--- src/mrs_pkg.sv ---
// shared constants and types for the rtu slave framer
package mrs_pkg;
  localparam int unsigned CLK_HZ      = 25000000;        // system clock rate
  localparam int unsigned DEF_BAUD    = 19200;           // line rate out of reset
  localparam logic [7:0]  BCAST_ADDR  = 8'h00;           // broadcast station
  localparam logic [7:0]  ADDR_MIN    = 8'h01;           // lowest own address
  localparam logic [7:0]  ADDR_MAX    = 8'hF7;           // highest own address
  localparam logic [15:0] CRC_INIT    = 16'hFFFF;        // crc preset
  localparam logic [15:0] CRC_POLY    = 16'hA001;        // reflected polynomial
  localparam logic [7:0]  EXC_FLAG    = 8'h80;           // exception bit of function
  localparam logic [7:0]  EXC_CRC     = 8'h04;           // fallback exception code
  localparam int unsigned OVS         = 16;              // rx oversample ticks per bit
  localparam int unsigned OVS_MID     = 8;               // tick at bit centre
  localparam int unsigned DATA_BITS   = 8;               // data bits per character
  localparam int unsigned FIFO_W      = 9;               // last flag plus byte
  localparam int unsigned FIFO_D      = 16;              // fifo depth
  localparam int unsigned T15_X2      = 3;               // 1.5 chars in half chars
  localparam int unsigned T35_X2      = 7;               // 3.5 chars in half chars
  localparam int unsigned BITS_CHAR   = 11;              // bits per character, all formats
  localparam int unsigned MAX_RX      = 256;             // longest query bytes

  // parity selection, reset default even
  typedef enum logic [1:0] {
    MRS_PAR_NONE = 2'b00,
    MRS_PAR_EVEN = 2'b01,
    MRS_PAR_ODD  = 2'b10
  } mrs_par_t;

  // line format and baud setting
  typedef struct packed {
    mrs_par_t   parity;   // parity mode
    logic [7:0] addr;     // own station address
    logic [15:0] div16;   // clk cycles per 1/16 bit
  } mrs_cfg_t;

  // byte stream word: byte plus last marker
  typedef struct packed {
    logic       last;     // final data byte, crc follows
    logic [7:0] data;     // byte value
  } mrs_word_t;
endpackage
--- src/mrs_fifo.sv ---
// parameterised valid/ready fifo
`timescale 1ns/1ps
module mrs_fifo #(
  parameter int W = 9,
  parameter int D = 16
) (
  input  wire logic         clk,
  input  wire logic         resetn,
  input  wire logic [W-1:0] in_data,
  input  wire logic         in_valid,
  output logic              in_ready,
  output logic [W-1:0]      out_data,
  output logic              out_valid,
  input  wire logic         out_ready
);
  localparam int AW = $clog2(D);
  logic [W-1:0] mem [D];                         // storage
  logic [AW:0]  wp_reg, wp_next, rp_reg, rp_next; // pointers with wrap bit
  logic         push, pop;

  assign in_ready  = (wp_reg - rp_reg) != (AW+1)'(D);
  assign out_valid = wp_reg != rp_reg;
  assign out_data  = mem[rp_reg[AW-1:0]];
  assign push      = in_valid && in_ready;
  assign pop       = out_valid && out_ready;

  // pointer next values
  always_comb begin
    wp_next = push ? wp_reg + 1'b1 : wp_reg;
    rp_next = pop  ? rp_reg + 1'b1 : rp_reg;
  end

  // pointer registers
  always_ff @(posedge clk or negedge resetn) begin
    if (!resetn) begin
      wp_reg <= '0;
      rp_reg <= '0;
    end else begin
      wp_reg <= wp_next;
      rp_reg <= rp_next;
    end
  end

  // storage write
  always_ff @(posedge clk) begin
    if (push) begin
      mem[wp_reg[AW-1:0]] <= in_data;
    end
  end
endmodule

--- src/mrs_framer.sv ---
// rtu slave framer: uart, silence timing, address filter, crc and reply
//------------------------------------------------------------------
// Overview of operation
//------------------------------------------------------------------
// Overview of operation
// - address zero is broadcast, never answered
// - answer own address, ignore others
// - bad request yields exception reply
// - start bit, eight data bits, lsb first
// - optional even or odd parity bit
// - one stop with parity, two without
// - baud selectable 2400 to 115200
// - reset format is even parity, one stop
// - receiver watches line continuously
// - first byte is address, decoded at once
// - short telegrams flagged as error
// - address, function, data, crc in order
// - any byte value 00 to FF allowed
// - reply echoes action, data, own crc
// - crc covers whole telegram
// - 3.5 character silence frames telegrams
// - gap over 1.5 chars flushes partial
// - own address configurable 1 to 247
// - crc low byte first; mismatch no reply
`timescale 1ns/1ps
module mrs_framer
  import mrs_pkg::*;
(
  input  wire logic       clk,
  input  wire logic       resetn,
  input  wire logic       rxd,            // rs485 receive data
  output logic            txd,            // rs485 transmit data
  output logic            tx_oe,          // driver enable while sending
  input  wire mrs_par_t   cfg_parity,     // parity select
  input  wire logic       cfg_set,        // load format, address, baud
  input  wire logic [7:0] cfg_addr,       // own station address
  input  wire logic [15:0] cfg_div16,     // clk cycles per 1/16 bit
  output mrs_word_t       rx_word,        // query bytes to application
  output logic            rx_valid,
  input  wire logic       rx_ready,
  output logic            rx_bcast,       // query is broadcast
  output logic            rx_err,         // short telegram or parity error pulse
  output logic            frame_ok,       // good query, crc matched, pulse
  input  wire logic       rsp_go,         // application reply ready
  input  wire logic       rsp_exc,        // request failed: exception
  input  wire logic [7:0] rsp_code,       // exception code
  input  wire mrs_word_t  rsp_word,       // reply data bytes after function
  input  wire logic       rsp_valid,
  output logic            rsp_ready,
  output logic            busy            // transmitting a reply
);
  //------------------------------------------------------------------
  // configuration
  //------------------------------------------------------------------
  mrs_cfg_t cfg_reg, cfg_next;
  // next configuration: an illegal own address leaves everything unchanged
  always_comb begin
    cfg_next = cfg_reg;
    if (cfg_set && cfg_addr >= ADDR_MIN && cfg_addr <= ADDR_MAX)
      cfg_next = '{cfg_parity, cfg_addr, cfg_div16};
  end
  // configuration register, even parity and one stop out of reset
  always_ff @(posedge clk or negedge resetn) begin
    if (!resetn) cfg_reg <= '{MRS_PAR_EVEN, ADDR_MIN, 16'(CLK_HZ / (DEF_BAUD * OVS))};
    else cfg_reg <= cfg_next;
  end

  //------------------------------------------------------------------
  // oversample tick and half-character tick
  //------------------------------------------------------------------
  logic [15:0] div_reg, div_next;
  logic [7:0]  hc_reg, hc_next;      // ticks toward half character
  logic        tick, htick;
  assign tick  = (div_reg == 16'h0000);
  assign htick = tick && (hc_reg == 8'h00);
  always_comb begin
    div_next = tick ? cfg_reg.div16 - 16'h0001 : div_reg - 16'h0001;
    hc_next  = hc_reg;
    if (tick) hc_next = (hc_reg == 8'h00) ? 8'((BITS_CHAR * OVS) / 2 - 1) : hc_reg - 8'h01;
  end
  always_ff @(posedge clk or negedge resetn) begin
    if (!resetn) begin
      div_reg <= 16'h0000;
      hc_reg  <= 8'h00;
    end else begin
      div_reg <= div_next;
      hc_reg  <= hc_next;
    end
  end

  //------------------------------------------------------------------
  // receiver
  //------------------------------------------------------------------
  typedef enum logic [1:0] {
    RX_IDLE = 2'b00, RX_BITS = 2'b01, RX_STOP = 2'b10
  } mrs_rxs_t;
  mrs_rxs_t    rs_reg, rs_next;
  logic [3:0]  rt_reg, rt_next;     // oversample count
  logic [3:0]  rb_reg, rb_next;     // bit index
  logic [8:0]  rsh_reg, rsh_next;   // data plus parity
  logic        rdone, rperr;        // byte done pulse, parity bad
  logic [3:0]  nbits;
  assign nbits = (cfg_reg.parity == MRS_PAR_NONE) ? 4'(DATA_BITS) : 4'(DATA_BITS + 1);
  // receiver next state: each bit sampled at its centre tick
  always_comb begin
    rs_next = rs_reg; rt_next = rt_reg; rb_next = rb_reg; rsh_next = rsh_reg;
    rdone = 1'b0; rperr = 1'b0;
    unique case (rs_reg)
      RX_IDLE: if (!rxd) begin  // start edge seen at any time
        rs_next = RX_BITS; rt_next = 4'h0; rb_next = 4'hF;
      end
      RX_BITS: if (tick) begin
        rt_next = rt_reg + 4'h1;
        if (rt_reg == 4'(OVS_MID)) begin
          if (rb_reg == 4'hF && rxd) rs_next = RX_IDLE; // glitch start
          else if (rb_reg != 4'hF) rsh_next = {rxd, rsh_reg[8:1]}; // lsb first
          rb_next = rb_reg + 4'h1;
          if (rb_reg + 4'h1 == nbits) rs_next = RX_STOP;
        end
      end
      RX_STOP: if (tick) begin
        rt_next = rt_reg + 4'h1;
        if (rt_reg == 4'(OVS_MID)) begin // first stop is enough to resync
          rdone = 1'b1;
          rs_next = RX_IDLE;
          if (cfg_reg.parity != MRS_PAR_NONE)
            rperr = (^rsh_reg) ^ (cfg_reg.parity == MRS_PAR_ODD) | !rxd;
          else rperr = !rxd;
        end
      end
      default: rs_next = RX_IDLE;
    endcase
  end
  logic [7:0] rbyte;
  assign rbyte = (cfg_reg.parity == MRS_PAR_NONE) ? rsh_reg[8:1] : rsh_reg[7:0];
  always_ff @(posedge clk or negedge resetn) begin
    if (!resetn) begin
      rs_reg <= RX_IDLE; rt_reg <= 4'h0; rb_reg <= 4'h0; rsh_reg <= 9'h000;
    end else begin
      rs_reg <= rs_next; rt_reg <= rt_next; rb_reg <= rb_next; rsh_reg <= rsh_next;
    end
  end

  //------------------------------------------------------------------
  // telegram framing, crc check, reply build
  //------------------------------------------------------------------
  function automatic logic [15:0] crc8(input logic [15:0] c, input logic [7:0] b);
    logic [15:0] r;
    r = c ^ {8'h00, b};
    for (int i = 0; i < 8; i++) r = r[0] ? (r >> 1) ^ CRC_POLY : (r >> 1);
    return r;
  endfunction

  typedef enum logic [2:0] {
    FR_WAIT = 3'b000, FR_ADDR = 3'b001, FR_BODY = 3'b010, FR_SKIP = 3'b011,
    FR_END  = 3'b100, FR_RSP  = 3'b101, FR_TX   = 3'b110
  } mrs_frs_t;
  mrs_frs_t    fs_reg, fs_next;
  logic [3:0]  gap_reg, gap_next;    // silence in half characters
  logic [15:0] crc_reg, crc_next;
  logic [15:0] tail_reg, tail_next;  // last two bytes seen
  logic [8:0]  cnt_reg, cnt_next;    // bytes received
  logic        bc_reg, bc_next, er_reg, er_next;
  logic [7:0]  fn_reg, fn_next;
  logic        fok, ferr, push_v;
  mrs_word_t   push_w;
  logic        f_ready;
  // application side fifo for query bytes
  mrs_fifo #(.W(FIFO_W), .D(FIFO_D)) u_fifo (
    .clk(clk), .resetn(resetn), .in_data(push_w), .in_valid(push_v),
    .in_ready(f_ready), .out_data(rx_word), .out_valid(rx_valid), .out_ready(rx_ready));

  // tx shared signals
  logic        tx_start, tx_busy;
  logic [7:0]  tx_byte;
  logic [2:0]  ph_reg, ph_next;      // reply field phase
  logic        tlast_reg, tlast_next;

  // framing next state: silence count, address filter, crc, reply phases
  always_comb begin
    fs_next = fs_reg; gap_next = gap_reg; crc_next = crc_reg; tail_next = tail_reg;
    cnt_next = cnt_reg; bc_next = bc_reg; er_next = er_reg; fn_next = fn_reg;
    ph_next = ph_reg; tlast_next = tlast_reg;
    fok = 1'b0; ferr = 1'b0; push_v = 1'b0; push_w = '{1'b0, rbyte};
    tx_start = 1'b0; tx_byte = 8'h00; rsp_ready = 1'b0;
    if (rdone || rs_reg != RX_IDLE) gap_next = 4'h0; // restart on character
    else if (htick && gap_reg != 4'hF) gap_next = gap_reg + 4'h1;
    unique case (fs_reg)
      FR_WAIT: if (gap_reg >= 4'(T35_X2)) fs_next = FR_ADDR;
      FR_ADDR: if (rdone) begin
        crc_next = crc8(CRC_INIT, rbyte); cnt_next = 9'h001; er_next = rperr;
        bc_next = (rbyte == BCAST_ADDR);
        fs_next = (rbyte == BCAST_ADDR || rbyte == cfg_reg.addr) ? FR_BODY : FR_SKIP;
      end
      FR_SKIP: if (gap_reg >= 4'(T35_X2)) fs_next = FR_ADDR;
      FR_BODY: begin
        if (rdone) begin
          crc_next = crc8(crc_reg, rbyte); tail_next = {rbyte, tail_reg[15:8]};
          cnt_next = cnt_reg + 9'h001; er_next = er_reg | rperr;
          if (cnt_reg == 9'h001) fn_next = rbyte;
          if (cnt_reg >= 9'h004) push_v = f_ready; // data byte two behind
          push_w = '{1'b0, tail_reg[7:0]};
          if (cnt_reg == 9'(MAX_RX) || (cnt_reg >= 9'h004 && !f_ready)) er_next = 1'b1;
        end else if (gap_reg > 4'(T15_X2)) begin // silence ends frame
          fs_next = FR_END;
        end
      end
      FR_END: if (rdone) begin // restarted early: telegram dropped without crc check, rest skipped
        fs_next = FR_SKIP;
      end else if (gap_reg >= 4'(T35_X2)) begin
        if (cnt_reg < 9'h004) begin ferr = 1'b1; fs_next = FR_ADDR; end
        else if (crc_reg != 16'h0000 || er_reg) fs_next = FR_ADDR; // silent
        else begin
          fok = 1'b1;
          fs_next = bc_reg ? FR_ADDR : FR_RSP;
        end
      end
      FR_RSP: if (rsp_go) begin
        fs_next = FR_TX; ph_next = 3'h0; crc_next = CRC_INIT; tlast_next = 1'b0;
        fn_next = rsp_exc ? (fn_reg | EXC_FLAG) : fn_reg;
        er_next = rsp_exc;
      end
      FR_TX: if (!tx_busy && ph_reg == 3'h6) begin // driver held until last stop is out
        fs_next = FR_WAIT;
      end else if (!tx_busy) begin
        tx_start = 1'b1;
        unique case (ph_reg)
          3'h0: tx_byte = cfg_reg.addr;   // own address back
          3'h1: tx_byte = fn_reg;
          3'h2: tx_byte = rsp_code;       // exception code
          3'h3: tx_byte = rsp_word.data;
          3'h4: tx_byte = crc_reg[7:0];   // low byte first
          default: tx_byte = crc_reg[15:8];
        endcase
        if (ph_reg == 3'h3 && !rsp_valid) tx_start = 1'b0;
        if (tx_start) begin
          if (ph_reg < 3'h4) crc_next = crc8(crc_reg, tx_byte);
          unique case (ph_reg)
            3'h1: ph_next = er_reg ? 3'h2 : (tlast_reg ? 3'h4 : 3'h3);
            3'h2: ph_next = 3'h4;
            3'h3: begin rsp_ready = 1'b1; if (rsp_word.last) ph_next = 3'h4; end
            default: ph_next = ph_reg + 3'h1;
          endcase
        end
      end
      default: fs_next = FR_WAIT;
    endcase
    if (rdone && rperr && fs_reg == FR_BODY) ferr = 1'b1; // flag reception error
  end
  always_ff @(posedge clk or negedge resetn) begin
    if (!resetn) begin
      fs_reg <= FR_WAIT; gap_reg <= 4'h0; crc_reg <= CRC_INIT; tail_reg <= 16'h0000;
      cnt_reg <= 9'h000; bc_reg <= 1'b0; er_reg <= 1'b0; fn_reg <= 8'h00;
      ph_reg <= 3'h0; tlast_reg <= 1'b0;
    end else begin
      fs_reg <= fs_next; gap_reg <= gap_next; crc_reg <= crc_next; tail_reg <= tail_next;
      cnt_reg <= cnt_next; bc_reg <= bc_next; er_reg <= er_next; fn_reg <= fn_next;
      ph_reg <= ph_next; tlast_reg <= tlast_next;
    end
  end
  logic ok_reg, err_reg;
  always_ff @(posedge clk or negedge resetn) begin
    if (!resetn) begin ok_reg <= 1'b0; err_reg <= 1'b0; end
    else begin ok_reg <= fok; err_reg <= ferr; end
  end
  assign frame_ok = ok_reg;
  assign rx_err   = err_reg;
  assign rx_bcast = bc_reg;
  assign busy     = (fs_reg == FR_TX);

  //------------------------------------------------------------------
  // transmitter: start, data lsb first, parity, stops
  //------------------------------------------------------------------
  logic [11:0] tsh_reg, tsh_next;   // remaining bits, lsb out first
  logic [3:0]  tn_reg, tn_next, tt_reg, tt_next;
  logic        tpar;
  assign tx_busy = (tn_reg != 4'h0);
  always_comb begin
    tsh_next = tsh_reg; tn_next = tn_reg; tt_next = tt_reg;
    tpar = (^tx_byte) ^ (cfg_reg.parity == MRS_PAR_ODD);
    if (tx_start) begin
      tsh_next = (cfg_reg.parity == MRS_PAR_NONE) ? {2'b11, 1'b1, tx_byte, 1'b0}
                                                   : {2'b11, tpar, tx_byte, 1'b0};
      tn_next = 4'(BITS_CHAR); tt_next = 4'h0;
    end else if (tx_busy && tick) begin
      tt_next = tt_reg + 4'h1;
      if (tt_reg == 4'(OVS - 1)) begin
        tsh_next = {1'b1, tsh_reg[11:1]};
        tn_next = tn_reg - 4'h1;
      end
    end
  end
  always_ff @(posedge clk or negedge resetn) begin
    if (!resetn) begin
      tsh_reg <= 12'hFFF; tn_reg <= 4'h0; tt_reg <= 4'h0;
    end else begin
      tsh_reg <= tsh_next; tn_reg <= tn_next; tt_reg <= tt_next;
    end
  end
  assign txd   = tx_busy ? tsh_reg[0] : 1'b1;
  assign tx_oe = busy; // drive only while replying
endmodule

--- config.mk ---
export PLATFORM = sky130hd
export DESIGN_NAME = mrs_framer
export DESIGN_NICKNAME = d
export VERILOG_FILES = /design/src/mrs_pkg.sv /design/src/mrs_fifo.sv /design/src/mrs_framer.sv
export SDC_FILE = /design/constraint.sdc
export NUM_CORES = 1
export LEC_CHECK = 0
export CAP_MARGIN = 20
export CORE_ASPECT_RATIO = 0.9
export CORE_MARGIN = 2
export CORE_UTILIZATION = 35
export DETAILED_ROUTE_END_ITERATION = 8
export DONT_BUFFER_PORTS = 1
export PLACE_DENSITY_LB_ADDON = 0.15
export SYNTH_ARGS = -nofsm -noshare
export SYNTH_HDL_FRONTEND = slang
export SYNTH_HIERARCHICAL = 1
export SYNTH_SLANG_ARGS = --single-unit
--- constraint.sdc ---
create_clock -name clk -period 7.33 [get_ports clk]
set_clock_uncertainty 0.1 [all_clocks]
set_input_delay 2.199 -clock clk [delete_from_list [all_inputs] [get_ports clk]]
set_output_delay 2.199 -clock clk [all_outputs]
set_load 0.01 [all_outputs]
==> results of run 1 <==
[cell usage in the layout (no fill, tap or decap), types with 6 or more instances in the layout]
master and count:
edfxtp_1 144, mux2i_1 22, a22o_1 10, nor4_1 14, dfstp_2 31, nand3_1 24, xor2_1 35, nand3b_1 7
nand2_1 169, o211ai_1 8, and3_1 17, o21ai_0 64, clkbuf_8 8, a31oi_1 18, a22oi_1 8, nor2b_1 6
clkbuf_16 38, nand4_1 14, mux2_2 36, clkbuf_1 10, nor2_1 83, or3_1 6, buf_4 33, inv_1 30
a21oi_1 68, nand2b_1 9, o21ai_1 19, mux2_1 9, nor3_1 25, dfrtp_1 128, mux4_2 36, xnor2_1 61
conb_1 16, ha_1 30
[through the flow]
| stage | util [%] | instance area (um^2) | setup WS, ns |
|---|---|---|---|
| after detailed placement | 37.3 | 16100 | 2.11 |
| after global routing | 40.3 | 17400 | 1.88 |
| final | 40.3 | 17400 | 2.10 |
| after floorplan | - | 15400 | 2.66 |
| after global placement | 37.3 | 16100 | 2.33 |
| after CTS | 40.3 | 17400 | 2.07 |
[power breakdown]
group          internal (mW)  switching (mW)
clock network           1.18           0.726
registers               1.86           0.106
logic                  0.313           0.449
total                   3.35            1.28
[tightest hold or removal path, delay by kind of cell (launching register included)]
family | cells | cell delay, ns
simple gates | 2 | 0.10
flops | 1 | 0.34
[metal layers]
| metal | track usage, % | up-vias | part of all wire, % |
|---|---|---|---|
| met3 | 3.56 | 54 | 5.5 |
| met5 | 0 | - | 0.035 |
| met4 | 4.07 | 2 | 1.9 |
| met1 | 24.9 | 5031 | 48 |
| met2 | 25.3 | 221 | 44 |
| li1 | - | 4813 | - |
[logic make-up (layout without fill, tap and decap cells)]
logic type / count (synthesis) / in the layout / synth area share, %
simple gates: 409 / 409 / 12.6
flops: 304 / 304 / 54.4
compound gates: 250 / 250 / 10.3
mux: 111 / 111 / 10.7
xor+xnor: 105 / 105 / 6.59
buf+inv: 95 / 135 / 2.78
fa+ha+maj: 30 / 30 / 2.44
other cells: 1 / 16 / 0.0244
[cell usage after synthesis, types with 9 or more instances]
master    number
dfrtp_1      129
mux4_2        36
nor4_1        18
clkbuf_1      37
dfstp_2       31
o21ai_0       64
nand3_1       24
nor2_1        83
mux2i_1       22
buf_2         10
ha_1          30
inv_1         30
edfxtp_1     144
and3_1        17
nand2_1      169
nand2b_1       9
o21ai_1       19
mux2_1         9
a31oi_1       19
mux2_2        36
nand4_1       14
xnor2_1       61
xor2_1        35
a22o_1        10
a21oi_1       68
nor3_1        25
[final timing paths]
path | cells past startpoint | slack (ns) | from | to
min in group asynchronous | 0 | 1.26 | resetn | ph_reg[2]
min | 2 | 0.37 | tail_reg[8] | tail_reg[0]
max reg2reg | 13 | 2.97 | u_fifo/rp_reg[2] | u_fifo/mem[1][7]
min reg2reg | 2 | 0.37 | tail_reg[8] | tail_reg[0]
max | 6 | 2.10 | fs_reg[1] | rsp_ready
max in group asynchronous | 0 | 5.49 | resetn | cfg_reg[6]
[final cells by class]
| type | instances | area [um^2] |
|---|---|---|
| Multi-Input combinational cell | 921 | 6670 |
| Fill cell | 4059 | 25800 |
| Clock buffer | 56 | 1100 |
| Clock inverter | 11 | 178 |
| Tap cell | 555 | 694 |
| Sequential cell | 304 | 8370 |
| Inverter | 33 | 126 |
| Timing Repair Buffer | 35 | 260 |
==> metrics.txt, run 1 <==
status finished, final reports clean; Avg Synthesized Cell Area 11.8 um^2; Max-slew headroom 33.4%; DRC violation total after the first TritonRoute iteration 724; max-slew violations 0; layout overhead on the synthesized area 13.2%; critical path's top delay family simple AND/OR/NAND/NOR gates; Synth Instances 1305; Yosys reg bits 304; Worst Tran Pin Value 0.993 ns; fin crit share 71.3%; via-per-instance ratio 5.29; Final Hold Viols 0; synth warn 6; final setup violation count 0; die height 203 um; GRT overflow 0; Post-Route WL 37500 um; sequential-to-total area share from yosys stat 54.4%; clk sinks 304; initial core utilization 35.6%; Post-synth EDFFs 144; CP Max Fanout 14; WS Path Type flop to primary output; final non-filler cell total 1915; Top Ports 68; Largest register FFs 144; IO buf count 0; final total power 4.63 mW; Num CTS Buffers 37; core outline area 0.0432 mm^2; CP max stage delay 0.58 ns; antenna-violating nets left 0; maximum root-to-sink buffer count 3; WP data required 5.03 ns; RePlAce Congestion 0.791; first-pass GRT wire length 59600 um; synth top area cells edfxtp_1, dfrtp_1, dfstp_2, mux4_2, nand2_1; Total GRT Usage 16.9%; Die ar. 0.0456 mm^2; DR DRC count 0; Max Clock Freq 191 MHz; Syn Std Cell Area 0.0154 mm^2; H-tree lvl count 2; pin count of the biggest net entering global routing 161; Antenna Cells 0; Static Leak 6.44 nW; Post CTS Setup Buffer Count 0; CTS Hold Buffers Added 0; Synth Flop Type edfxtp_1; fraction of layout cells with a size suffix above 1 17.4%; dominant cell type by area after synthesis edfxtp_1; drt pass-1 iters 5; Fin Setup TNS 0 ns; worst path arrival time 2.93 ns; initial antenna violation count 1; CTS tree built; min cycle time layout 5.23 ns; crit path buf inv count 1; CTS resizes 0; Yosys cell types 87; Startpoint Class flop; Hold WS 0.370 ns; peak supply drop 0.137 mV; Async SR Flop Fraction 52.6%; Worst-Skew Late Latency 0.55 ns; Synth top area share 28.1%; Worst path slowest cell nor2b_1; post-DP HPWL 25500 um; MaxCap Viol Count 0; die outline width 225 um; layout net count 1413; vias in the first global route 10200; Clock Pin Slew Worst Setup and Hold Paths 0.05 ns; Cells after DPL 1845; crit-path cells nor2b_1 -> nand2_2 -> inv_4 -> nand2_1 -> a21oi_1 -> and3_1; via count 10100; Worst Hold Class flop to flop; CP endpoint kind primary output; PD cells 266 mW/mm^2; routed len/inst 19.6 um; FP Rows 72; root buf cell clkbuf_16; RSZ-0062 raised after global routing false
(Power assumes the default switching activity.)
==> inputs of run 2 (changes only) <==
==> constraint.sdc (replaced) <==
create_clock -name clk -period 5.1 [get_ports clk]
set_clock_uncertainty 0.1 [all_clocks]
set_input_delay 1.53 -clock clk [delete_from_list [all_inputs] [get_ports clk]]
set_output_delay 1.53 -clock clk [all_outputs]
set_load 0.01 [all_outputs]
==> metrics.txt, run 2 (synthesized netlist as in run 1, its figures left out) <==
WS Path Type flop to primary output; layout overhead on the synthesized area 13.3%; Worst path slowest cell mux4_2; crit-path cells buf_4 -> buf_4 -> mux4_2 -> nand2_1 -> a31oi_1; GR Util met1 25.1%; WP depth 5; NetSw 1.80 mW; RePlAce Congestion 0.803; GR peak layer met1; Worst Hold Class flop to flop; core outline area 0.0432 mm^2; Clock Pin Slew Worst Setup and Hold Paths 0.06 ns; Post CTS Setup Buffer Count 0; Final Hold Viols 0; status finished, final reports clean; final core occ 40.4%; r2r setup slk 1.28 ns; most used cell, CP buf_4; Static Leak 6.44 nW; H-tree lvl count 2; Startpoint Class flop; M3 GR Usage 4.10%; initial antenna violation count 1; via-per-instance ratio 5.27; commonest non-fill, non-tap cell in the layout nand2_1; final setup violation count 0; critical path's top delay family buffers and inverters; fin crit share 83.5%; Worst-Skew Late Latency 0.54 ns; Comb power frac 16.8%; post-DP HPWL 25400 um; die outline width 225 um; Worst Tran Pin Value 0.919 ns; CP Launch Point u_fifo/rp_reg[0]; RR Startpoint u_fifo/rp_reg[3]; GRT overflow 0; Antenna Cells 0; crit path buf inv count 2; routed len/inst 19.4 um; max-slew violations 0; CP endpoint kind primary output; Total GRT Usage 16.8%; CP Max Fanout 25; CTS resizes 0; CTS Hold Buffers Added 0; root buf cell clkbuf_16; RSZ-0062 raised after global routing false; IO buf count 0; worst path arrival time 2.63 ns; WP data required 3.47 ns; DRC violation total after the first TritonRoute iteration 761; Flop pwr share 42.1%; antenna-violating nets left 0; Post-Route WL 37100 um; vias in the first global route 10000; first-pass GRT wire length 59500 um; crit path capture rx_word[3]; Fin Setup TNS 0 ns; maximum root-to-sink buffer count 3; Max-slew headroom 38.7%; initial core utilization 35.6%; Die ar. 0.0456 mm^2; R2R depth 12; Num CTS Buffers 36; FP Rows 72; PD cells 383 mW/mm^2; fraction of layout cells with a size suffix above 1 17.4%; Internal 4.86 mW; met2 Track Usage GR 24.3%; DR DRC count 0; clk sinks 304; Max Clock Freq 235 MHz; CP max stage delay 0.54 ns; Largest register FFs 144; peak supply drop 0.204 mV; die height 203 um; highest-count cells in the layout ignoring fill and taps nand2_1, edfxtp_1, dfrtp_1; Hold WS 0.358 ns; worst r2r dst u_fifo/mem[9][3]; pin count of the biggest net entering global routing 161; min cycle time layout 4.26 ns; Clock power frac 41.2%; MaxCap Viol Count 0; CTS tree built; via count 10100; Switching Share 27.0%; drt pass-1 iters 5; layout net count 1417; Top Ports 68
run 2: power groups by stage:
stage / sequential (mW) / clock [mW] / combinational [mW]
6_report: 2.80 / 2.75 / 1.12
3_5_place_dp: 2.85 / 0 / 1.13
5_1_grt: 2.83 / 2.93 / 1.24
2_1_floorplan: 2.80 / 0 / 0.914
4_1_cts: 2.81 / 2.83 / 1.14
3_3_place_gp: 2.85 / 0 / 1.12
run 2: how the worst min path moves through the flow:
| stage | startpoint | end | slack [ns] | depth (start not counted) |
|---|---|---|---|---|
| finish | tail_reg[8] | tail_reg[0] | 0.36 | 2 |
| global route | tail_reg[6] | tail_reg[6] | 0.39 | 2 |
| CTS | tail_reg[8] | tail_reg[0] | 0.37 | 2 |
| detailed placement | tail_reg[15] | tail_reg[7] | 0.36 | 2 |
| global placement | tail_reg[12] | tail_reg[4] | 0.35 | 2 |
| floorplan | tail_reg[8] | tail_reg[0] | 0.34 | 2 |
run 2: through the flow:
step	power (mW)	instances	instance area (um^2)	setup WS, ns
after CTS	6.77	1913	17400	0.739
after detailed placement	3.98	1850	16100	1.29
after floorplan	3.71	1320	15400	0.761
final	6.67	1916	17400	0.841
after global placement	3.97	1845	16100	1.34
after global routing	6.99	1916	17400	0.626
run 2: layer usage:
metal  vias up  routed length, um
li1       4817                  -
met1      5045              18400
met2       191              16100
met3        50               1970
met4         2                709
met5         -                 13
run 2: worst reg2reg max path, delay by kind of cell, from the launching register on:
kind            cells  cell delay, ns
compound gates      3            0.85
fa+ha+maj           1            0.39
simple gates        3            0.54
flops               1            0.67
buf+inv             5            0.96
run 2: cell type report:
class                      count  area, um^2
fill                        4072       25700
sequential                   304        8370
multi-input combinational    921        6670
clock buffer                  53        1060
tap                          555         694
timing repair buffer          40         298
clock inverter                10         204
inverter                      33         126
